`config.mk`:
```
export PLATFORM = sky130hd
export DESIGN_NAME = cosc_sync_ctrl
export DESIGN_NICKNAME = d
export VERILOG_FILES = /design/src/core/cosc_pkg.sv /design/src/core/cosc_sync_ctrl.sv
export SDC_FILE = /design/constraint.sdc
export NUM_CORES = 2
export LEC_CHECK = 0
export ABC_AREA = 1
export BUFFER_PORTS_ARGS = -buffer_cell sky130_fd_sc_hd__buf_2
export CAP_MARGIN = 20
export CORE_MARGIN = 3
export CORE_UTILIZATION = 57
export CTS_BUF_LIST = sky130_fd_sc_hd__clkbuf_16
export DETAILED_ROUTE_END_ITERATION = 8
export PLACE_DENSITY = 0.74
export SYNTH_ARGS = -nofsm -noshare
export SYNTH_HDL_FRONTEND = slang
export SYNTH_SLANG_ARGS = --single-unit
```
`constraint.sdc`:
```
create_clock -name sys_clk_in -period 6.39 [get_ports sys_clk_in]
set_input_delay 0.3195 -clock sys_clk_in [delete_from_list [all_inputs] [get_ports sys_clk_in]]
set_output_delay 0.3195 -clock sys_clk_in [all_outputs]
set_load 0.01 [all_outputs]
```
`src/core/cosc_pkg.sv`:
```
// constants, register map and carrier types for the clock output sync control
// assumes one distribution-path clock drives all logic that uses this package
package cosc_pkg;

   // block shape
   localparam int NUM_OUT = 6;
   localparam int OUT_SRC_A = 3;
   localparam int OUT_SRC_B = 4;

   // distribution clock rate, used only to relate cycles to time
   localparam int DIST_CLK_MHZ = 50;

   // register indices on the plain register port
   localparam logic [4:0] REG_OUT_FIRST = 5'h00;
   localparam logic [4:0] REG_OUT_LAST = 5'h05;
   localparam logic [4:0] REG_CTRL = 5'h06;
   localparam logic [4:0] REG_STAT = 5'h07;
   localparam logic [4:0] REG_FBDIV = 5'h1e;

   // per-output configuration fields
   localparam int F_DLY_LSB = 0;
   localparam int F_DLY_MSB = 9;
   localparam int F_HS = 10;
   localparam int F_EXEMPT = 11;
   localparam int F_SRC = 12;
   localparam int F_DIV_LSB = 16;
   localparam int F_DIV_MSB = 23;

   // control register fields
   localparam int C_EN = 0;
   localparam int C_INV = 1;
   localparam int C_TYPE_LSB = 2;
   localparam int C_TYPE_MSB = 4;
   localparam int C_PLL1 = 5;
   localparam int C_PLL2 = 6;
   localparam int C_AUTO = 7;
   localparam int C_QUAL = 8;
   localparam int C_QSEL_LSB = 9;
   localparam int C_QSEL_MSB = 11;
   localparam int C_INTOSC = 12;

   // feedback divider field width
   localparam int FBDIV_W = 18;

   // values and limits
   localparam logic [9:0] DLY_MIN = 10'h005;
   localparam logic [9:0] DLY_MAX = 10'h20a;
   localparam logic [7:0] DIV_RST = 8'h02;
   localparam logic [7:0] DIV_ONE = 8'h01;
   localparam logic [2:0] TYPE_FIRST_OUT = 3'h3;
   localparam logic [2:0] QSEL_RST = 3'h0;

   // sync timing in distribution cycles
   localparam int SYNC_LAT_CYC = 6;
   localparam int SYNC_PULSE_CYC = 4;
   localparam logic [2:0] PULSE_LOAD = 3'(SYNC_PULSE_CYC);

   // half-cycle stepping of the phase counter
   localparam logic [10:0] STEP_NORM = 11'h002;
   localparam logic [10:0] STEP_ADV = 11'h003;
   localparam logic [10:0] STEP_RET = 11'h001;
   localparam logic [10:0] WAIT_BASE = 11'(2 * SYNC_LAT_CYC);

   typedef struct packed {
      logic [7:0] div;
      logic src_ref;
      logic exempt;
      logic hs;
      logic [9:0] dly;
   } cosc_out_cfg_t;

   typedef struct packed {
      logic intosc;
      logic [2:0] qsel;
      logic qual;
      logic auto_sync;
      logic pll2_unlock;
      logic pll1_unlock;
      logic [2:0] sync_type;
      logic inv;
      logic en;
   } cosc_ctrl_t;

   typedef enum logic [2:0] {
      ST_RUN = 3'b001,
      ST_HELD = 3'b010,
      ST_WAIT = 3'b100
   } cosc_state_t;

endpackage

```
`src/core/cosc_sync_ctrl.sv`:
```
// clock output sync control: divided outputs held, released and delayed on sync
// assumes sys_clk_in is the distribution-path clock and all inputs are synchronous to it
// Summary of operation
// - sync asserted holds selected outputs low
// - release raises outputs together, delay-shifted
// - exempt outputs keep toggling through sync
// - new coarse delay waits for next sync
// - half-step change acts right after write
// - global enable gates every sync source
// - pin polarity table per sync type
// - polarity bit toggle yields sync assertion
// - unlock sync while pll lock flag false
// - feedback divider write syncs on internal oscillator
// - auto sync on output register writes
// - assertion latched, outputs low six later
// - release latched, rise seven plus delay
// - half step five gives 11.5 cycles
// - all counts in distribution clock cycles
// - reference-sourced outputs not aligned by sync
// - outputs 3,4 sync only on internal source
// - later sync realigns outputs that are neither exempt nor reference-sourced
// - qualify sync against a chosen output
// - coarse delay 5..522, half step subtracts half
`timescale 1ns/100ps

module cosc_sync_ctrl (
   // clock and reset
   input wire logic sys_clk_in,
   input wire logic rst_n_in,
   // register port
   input wire logic [4:0] reg_addr_in,
   input wire logic [31:0] reg_wdata_in,
   input wire logic reg_wr_in,
   input wire logic reg_rd_in,
   output logic [31:0] reg_rdata_out,
   // sync sources
   input wire logic sync_pin_in,
   input wire logic pll1_lock_in,
   input wire logic pll2_lock_in,
   // clock outputs, two half-cycle samples per cycle, bit 1 first
   output logic [cosc_pkg::NUM_OUT-1:0][1:0] clk_pair_out,
   // status
   output logic sync_held_out,
   output logic [cosc_pkg::FBDIV_W-1:0] pll2_fb_div_out
);

   // configuration state
   cosc_pkg::cosc_out_cfg_t out_cfg [cosc_pkg::NUM_OUT];
   cosc_pkg::cosc_ctrl_t ctrl;

   // sync path state
   logic pin_meta;
   logic pin_sync;
   logic [2:0] pulse_cnt;
   logic sync_latched;
   logic next_sync_latched;
   logic [cosc_pkg::SYNC_LAT_CYC-2:0] sync_dly;
   logic qual_last;
   logic qual_fall;
   logic sync_req;
   logic pin_assert;
   logic release_now;
   logic hold_go;
   logic [cosc_pkg::NUM_OUT-1:0] running;

   // write decode
   logic wr_out;
   logic wr_ctrl;
   logic wr_fb;
   logic inv_toggle;
   logic wr_event;

   // clamp coarse delay into its legal range
   function automatic logic [9:0] clamp_dly(input logic [9:0] d);
      if (d < cosc_pkg::DLY_MIN) begin
         return cosc_pkg::DLY_MIN;
      end else if (d > cosc_pkg::DLY_MAX) begin
         return cosc_pkg::DLY_MAX;
      end
      return d;
   endfunction

   // a divider of zero behaves as one so the output still toggles
   function automatic logic [7:0] eff_div(input logic [7:0] d);
      return (d == '0) ? cosc_pkg::DIV_ONE : d;
   endfunction

   // phase is in half cycles, period is twice the divider
   function automatic logic [9:0] wrap_ph(input logic [10:0] p, input logic [7:0] d);
      logic [10:0] per;
      logic [10:0] q;
      per = {2'b00, d, 1'b0};
      q = p;
      if (q >= per) begin
         q = q - per;
      end
      if (q >= per) begin
         q = q - per;
      end
      return q[9:0];
   endfunction

   // high for the first half of the period
   function automatic logic lvl(input logic [9:0] p, input logic [7:0] d);
      return p < {2'b00, d};
   endfunction

   assign wr_out = reg_wr_in && (reg_addr_in <= cosc_pkg::REG_OUT_LAST);
   assign wr_ctrl = reg_wr_in && (reg_addr_in == cosc_pkg::REG_CTRL);
   assign wr_fb = reg_wr_in && (reg_addr_in == cosc_pkg::REG_FBDIV);
   assign inv_toggle = wr_ctrl && (reg_wdata_in[cosc_pkg::C_INV] != ctrl.inv);
   // auto and divider writes start a pulse just like a polarity toggle
   assign wr_event = inv_toggle
                     || (wr_out && ctrl.auto_sync)
                     || (wr_fb && ctrl.intosc);

   // per-output configuration registers
   always_ff @(posedge sys_clk_in or negedge rst_n_in) begin
      if (!rst_n_in) begin
         for (int i = 0; i < cosc_pkg::NUM_OUT; i++) begin
            out_cfg[i] <= '{div: cosc_pkg::DIV_RST, src_ref: 1'b0, exempt: 1'b0, hs: 1'b0,
                            dly: cosc_pkg::DLY_MIN};
         end
      end else if (wr_out) begin
         for (int i = 0; i < cosc_pkg::NUM_OUT; i++) begin
            if (reg_addr_in == 5'(i)) begin
               out_cfg[i].dly <= clamp_dly(reg_wdata_in[cosc_pkg::F_DLY_MSB:cosc_pkg::F_DLY_LSB]);
               out_cfg[i].hs <= reg_wdata_in[cosc_pkg::F_HS];
               out_cfg[i].exempt <= reg_wdata_in[cosc_pkg::F_EXEMPT];
               // source select only exists on the two switchable outputs
               out_cfg[i].src_ref <= ((i == cosc_pkg::OUT_SRC_A) || (i == cosc_pkg::OUT_SRC_B))
                                     && reg_wdata_in[cosc_pkg::F_SRC];
               out_cfg[i].div <= reg_wdata_in[cosc_pkg::F_DIV_MSB:cosc_pkg::F_DIV_LSB];
            end
         end
      end
   end

   // control register, sync enabled out of reset
   always_ff @(posedge sys_clk_in or negedge rst_n_in) begin
      if (!rst_n_in) begin
         ctrl <= '{intosc: 1'b1, qsel: cosc_pkg::QSEL_RST, qual: 1'b0, auto_sync: 1'b0,
                   pll2_unlock: 1'b0, pll1_unlock: 1'b0, sync_type: '0, inv: 1'b0, en: 1'b1};
      end else if (wr_ctrl) begin
         ctrl.en <= reg_wdata_in[cosc_pkg::C_EN];
         ctrl.inv <= reg_wdata_in[cosc_pkg::C_INV];
         ctrl.sync_type <= reg_wdata_in[cosc_pkg::C_TYPE_MSB:cosc_pkg::C_TYPE_LSB];
         ctrl.pll1_unlock <= reg_wdata_in[cosc_pkg::C_PLL1];
         ctrl.pll2_unlock <= reg_wdata_in[cosc_pkg::C_PLL2];
         ctrl.auto_sync <= reg_wdata_in[cosc_pkg::C_AUTO];
         ctrl.qual <= reg_wdata_in[cosc_pkg::C_QUAL];
         ctrl.qsel <= reg_wdata_in[cosc_pkg::C_QSEL_MSB:cosc_pkg::C_QSEL_LSB];
         ctrl.intosc <= reg_wdata_in[cosc_pkg::C_INTOSC];
      end
   end

   // feedback divider value, only stored and shown
   always_ff @(posedge sys_clk_in or negedge rst_n_in) begin
      if (!rst_n_in) begin
         pll2_fb_div_out <= '0;
      end else if (wr_fb) begin
         pll2_fb_div_out <= reg_wdata_in[cosc_pkg::FBDIV_W-1:0];
      end
   end

   // read data one cycle after the strobe, unmapped reads give zero
   always_ff @(posedge sys_clk_in or negedge rst_n_in) begin
      if (!rst_n_in) begin
         reg_rdata_out <= '0;
      end else if (reg_rd_in) begin
         reg_rdata_out <= '0;
         if (reg_addr_in <= cosc_pkg::REG_OUT_LAST) begin
            for (int i = 0; i < cosc_pkg::NUM_OUT; i++) begin
               if (reg_addr_in == 5'(i)) begin
                  reg_rdata_out[cosc_pkg::F_DLY_MSB:cosc_pkg::F_DLY_LSB] <= out_cfg[i].dly;
                  reg_rdata_out[cosc_pkg::F_HS] <= out_cfg[i].hs;
                  reg_rdata_out[cosc_pkg::F_EXEMPT] <= out_cfg[i].exempt;
                  reg_rdata_out[cosc_pkg::F_SRC] <= out_cfg[i].src_ref;
                  reg_rdata_out[cosc_pkg::F_DIV_MSB:cosc_pkg::F_DIV_LSB] <= out_cfg[i].div;
               end
            end
         end else if (reg_addr_in == cosc_pkg::REG_CTRL) begin
            reg_rdata_out[cosc_pkg::C_INTOSC:cosc_pkg::C_EN] <= ctrl;
         end else if (reg_addr_in == cosc_pkg::REG_STAT) begin
            reg_rdata_out[0] <= sync_latched;
            reg_rdata_out[1] <= sync_req;
            reg_rdata_out[cosc_pkg::NUM_OUT+1:2] <= running;
         end else if (reg_addr_in == cosc_pkg::REG_FBDIV) begin
            reg_rdata_out[cosc_pkg::FBDIV_W-1:0] <= pll2_fb_div_out;
         end
      end
   end

   // two flops on the pin; only the second one is looked at
   always_ff @(posedge sys_clk_in or negedge rst_n_in) begin
      if (!rst_n_in) begin
         pin_meta <= 1'b0;
         pin_sync <= 1'b0;
      end else begin
         pin_meta <= sync_pin_in;
         pin_sync <= pin_meta;
      end
   end

   // register-made events stretch to several cycles so the latch always sees them
   always_ff @(posedge sys_clk_in or negedge rst_n_in) begin
      if (!rst_n_in) begin
         pulse_cnt <= '0;
      end else if (wr_event) begin
         pulse_cnt <= cosc_pkg::PULSE_LOAD;
      end else if (pulse_cnt != '0) begin
         pulse_cnt <= pulse_cnt - 3'h1;
      end
   end

   // input types follow the pin, output types follow the invert bit alone
   assign pin_assert = (ctrl.sync_type >= cosc_pkg::TYPE_FIRST_OUT) ? ctrl.inv
                       : (pin_sync != ctrl.inv);

   // every source is gated by the global enable
   assign sync_req = ctrl.en && (pin_assert
                                 || (pulse_cnt != '0)
                                 || (ctrl.pll1_unlock && !pll1_lock_in)
                                 || (ctrl.pll2_unlock && !pll2_lock_in));

   // falling edge of the qualifying output, seen across and inside a pair
   always_ff @(posedge sys_clk_in or negedge rst_n_in) begin
      if (!rst_n_in) begin
         qual_last <= 1'b0;
      end else begin
         qual_last <= clk_pair_out[ctrl.qsel][0];
      end
   end

   assign qual_fall = (ctrl.qsel < 3'(cosc_pkg::NUM_OUT))
                      && ((qual_last && !clk_pair_out[ctrl.qsel][1])
                          || (clk_pair_out[ctrl.qsel][1] && !clk_pair_out[ctrl.qsel][0]));

   // latch follows the request, or only on qualifying edges when qualified
   always_comb begin
      next_sync_latched = sync_req;
      if (ctrl.qual && !qual_fall) begin
         next_sync_latched = sync_latched;
      end
   end

   always_ff @(posedge sys_clk_in or negedge rst_n_in) begin
      if (!rst_n_in) begin
         sync_latched <= 1'b0;
         sync_dly <= '0;
      end else begin
         sync_latched <= next_sync_latched;
         // counting in distribution clock cycles
         sync_dly <= {sync_dly[cosc_pkg::SYNC_LAT_CYC-3:0], sync_latched};
      end
   end

   // outputs go low six cycles after the assertion latch
   assign hold_go = sync_latched && sync_dly[cosc_pkg::SYNC_LAT_CYC-2];
   // release is seen on the same edge that latches it
   assign release_now = sync_latched && !next_sync_latched;
   assign sync_held_out = sync_latched;

   // one output channel each
   for (genvar i = 0; i < cosc_pkg::NUM_OUT; i++) begin : g_out
      cosc_pkg::cosc_state_t state;
      cosc_pkg::cosc_state_t next_state;
      logic [10:0] wait_h;
      logic [10:0] next_wait;
      logic [9:0] ph;
      logic [9:0] next_ph;
      logic [1:0] next_pair;
      logic [7:0] dv;
      logic hs_q;
      logic affected;
      logic [10:0] step;

      assign dv = eff_div(out_cfg[i].div);
      // reference-sourced outputs are left alone, as are exempt ones
      assign affected = !out_cfg[i].exempt && !out_cfg[i].src_ref;

      always_comb begin
         next_state = state;
         next_wait = wait_h;
         next_ph = ph;
         next_pair = '0;
         step = cosc_pkg::STEP_NORM;
         if (out_cfg[i].hs && !hs_q) begin
            step = cosc_pkg::STEP_ADV;
         end else if (!out_cfg[i].hs && hs_q) begin
            step = cosc_pkg::STEP_RET;
         end
         case (state)
            cosc_pkg::ST_RUN: begin
               next_pair = {lvl(ph, dv), lvl(wrap_ph({1'b0, ph} + 11'h001, dv), dv)};
               next_ph = wrap_ph({1'b0, ph} + step, dv);
            end
            cosc_pkg::ST_HELD: begin
               next_pair = '0;
            end
            cosc_pkg::ST_WAIT: begin
               if (wait_h >= 11'h002) begin
                  next_wait = wait_h - 11'h002;
               end else if (wait_h == 11'h001) begin
                  // rise lands on the second half of this cycle
                  next_pair = {1'b0, lvl('0, dv)};
                  next_ph = 10'h001;
                  next_state = cosc_pkg::ST_RUN;
               end else begin
                  next_pair = {lvl('0, dv), lvl(10'h001, dv)};
                  next_ph = wrap_ph(cosc_pkg::STEP_NORM, dv);
                  next_state = cosc_pkg::ST_RUN;
               end
            end
            default: begin
               next_state = cosc_pkg::ST_RUN;
            end
         endcase
         if (!affected) begin
            // exempt output carries on untouched
            if (state != cosc_pkg::ST_RUN) begin
               next_state = cosc_pkg::ST_RUN;
            end
         end else if (release_now) begin
            // delay taken from the current register only here
            next_state = cosc_pkg::ST_WAIT;
            next_wait = cosc_pkg::WAIT_BASE + {out_cfg[i].dly, 1'b0}
                        - {10'h000, out_cfg[i].hs};
         end else if (hold_go) begin
            next_state = cosc_pkg::ST_HELD;
            next_pair = '0;
         end
      end

      // phase, wait count and output samples
      always_ff @(posedge sys_clk_in or negedge rst_n_in) begin
         if (!rst_n_in) begin
            state <= cosc_pkg::ST_RUN;
            wait_h <= '0;
            ph <= '0;
            hs_q <= 1'b0;
            clk_pair_out[i] <= '0;
         end else begin
            state <= next_state;
            wait_h <= next_wait;
            ph <= next_ph;
            hs_q <= out_cfg[i].hs;
            clk_pair_out[i] <= next_pair;
         end
      end

      assign running[i] = (state == cosc_pkg::ST_RUN);
   end

endmodule

```
==> run metrics <==
run status completed; Post-synth EDFFs 0; Mean Syn Cell Area 6.868 um2; dpl ws 0.6066 ns; Root Driver clkbuf_16; ys async rst share 1.000; Area contributors post-synth dfrtp_1 (22%), ha_1 (13%), nand2_1 (13%); H-tree levels 2; Syn Inst Count 5356; startpoint types register; final setup fails 0; final worst path period share 0.9187; initial antenna violation count 5; share of the synthesized area in the top cell type 0.2211; CP Class reg2reg; first-pass GRT wire length 173.7 mm; clk sinks roughly 350; fmax between 0.15 and 0.2 GHz; area grow syn2layout 7.865%; max-slew violations 0; Hold WC Path Type in2reg; Worst slew margin 0.2502; RePlAce Congestion 0.9845; DR vias about 36000; DP HPWL 84.05 mm; CTS max path bufs 3; drt total wl about 110 mm; Final #Nets 5918; RSZ-0062 raised after global routing no; all-layer global routing usage 0.3201; Ys Warns 0; Ports 107; Main synth FF type dfrtp_1; Synth Register Bits 351; total negative slack 0 ns; Worst-Margin Slew around 1.1 ns; Routed Antenna Nets 0; vias per cell 5.632; Chip Width 260.0 um; clk slew on worst S/H paths 0.06 ns; Die Y-Extent between 200 and 300 um; Synth Cell Area 0.03678 mm2; Worst EP arrival 6.37 ns; Synth area leader dfrtp_1; DRC Markers 0; wire length per cell approximately 17 um; CORE AREA 0.06343 mm2; crit path time final 5.871 ns; layout cells sized above 1 0.08297; CTS tree yes; number of global-route vias before repair 33340; global route overflow 0; Unique masters post-synth 78; clk_lat worst skew 0.58 ns; setup bufs post-CTS 0; MaxCap Viol Count 0; PortBufs 90; FF-to-FF setup slack 0.52 ns; Final WS setup about 0.52 ns; sequential share of the synthesized area 0.2397; final hold slack 0.03115 ns; Starting DRT DRC Count 2965; Initial Util 0.5799; Die ar. slightly below 0.07 mm2; Required @ worst endpoint 6.89 ns; Rows between 90 and 100; crit path max fanout 13; Hold Vio Cnt, Final 0; CTS Buf Count 41; pin count of the biggest net entering global routing 145; CP max-delay cell fa_1; slowest cell delay on critical path 0.43 ns; Worst setup EP type register; clock skew 0.02128 ns; DRT Pass-1 Iters 6
critical path, delay by kind of cell (launching register included):
kind	cells	cell delay (ns)
AOI/OAI and AO/OA	5	0.92
xor gates and xnor gates	1	0.22
adders and majority gates	6	1.82
buffers and inverters	6	0.60
DFF	1	0.39
and+or+nand+nor	12	1.81
what timing repair did:
item | in CTS | in global routing
setup endpoints to repair | 0 | 3
hold buffers | 10 | 0
hold endpoints to repair | 65 | 0
resized for setup | 0 | 3
state kept, by name, summed over array words and instances, names as in the netlist:
signal	cells
g_out.hs_q	6
pin_meta	1
clk_pair_out	12
pulse_cnt	3
ctrl	13
out_cfg	122
reg_rdata_out	24
g_out.wait_h	66
g_out.ph	60
sync_held_out	1
g_out.state	18
pll2_fb_div_out	18
qual_last	1
pin_sync	1
sync_dly	5
worst paths after layout:
| check | start | end | cells past startpoint |
|---|---|---|---|
| setup / recovery | out_cfg[94] | g_out[1].ph[1] | 30 |
| hold / removal | reg_wdata_in[3] | ctrl[3] | 3 |
| setup reg to reg | out_cfg[94] | g_out[1].ph[1] | 30 |
| hold reg to reg | sync_dly[1] | sync_dly[2] | 0 |
| max in group asynchronous | rst_n_in | g_out[4].ph[8] | 3 |
| min in group asynchronous | rst_n_in | g_out[2].ph[3] | 2 |
placed cells by master, fill, tap and decap left out, types with 89 or more instances in the layout:
master,count
xor2_1,237
inv_1,775
buf_2,89
ha_1,374
dfrtp_1,325
nor2_1,409
nand3_1,326
nand2_1,1234
o21ai_0,426
a21oi_1,303
synthesized netlist by cell type, types with 17 or more instances:
cell type and n:
nor2_2 29, xnor2_1 88, nor2_4 18, buf_2 32, o21bai_1 22, nor2_1 414, nand3_1 326, nand4_1 87
dfrtp_1 325, nor3_1 81, xor2_1 237, o21ai_0 429, clkbuf_1 45, dfstp_2 26, inv_1 766, buf_4 17
a211oi_1 23, nand2_1 1234, o22ai_1 29, o221ai_1 19, nand2_2 54, inv_2 28, o21ai_1 73, fa_1 36
ha_1 374, a21oi_1 303
area by class of cell:
class	count	area, um2
inverters	805	3044
well taps	846	1059
fillers	5866	23750
clock inverters	32	235.2
repair buffers	158	1023
clock buffers	43	1076
multi-input cells	4107	24410
flip-flops and latches	351	8816
diodes	4	10.01
per-stage QoR:
step	instance area, um2	util	cells
2_1_floorplan	36830	-	5369
3_5_place_dp	38210	0.6025	6254
4_1_cts	39620	0.6247	6339
5_1_grt	39670	0.6254	6343
3_3_place_gp	38210	0.6025	6254
6_report	39680	0.6255	6346
layer usage:
layer / up-vias / share of wire / GRT usage / routed length, um
met1: 16490 / 0.44 / 0.4342 / 47740
met3: 261 / 0.073 / 0.04548 / 7907
li1: 17840 / - / - / -
met2: 1149 / 0.45 / 0.5158 / 48720
met4: 6 / 0.042 / 0.1254 / 4591
met5: - / 0.00031 / 0 / 34
cell families after synthesis:
group                      count (synthesis)  share of synthesized area
AOI/OAI and AO/OA                       1020                     0.1552
xor gates and xnor gates                 325                    0.07739
adders and majority gates                410                     0.1468
buffers and inverters                    911                    0.09841
DFF                                      351                     0.2397
muxes                                      4                   0.001089
other                                      1                  0.0001019
and+or+nand+nor                         2334                     0.2813
Power is left out: the tool's default activity adds up to more than one toggle a clock period on the data nets, which glitch-free logic cannot reach.
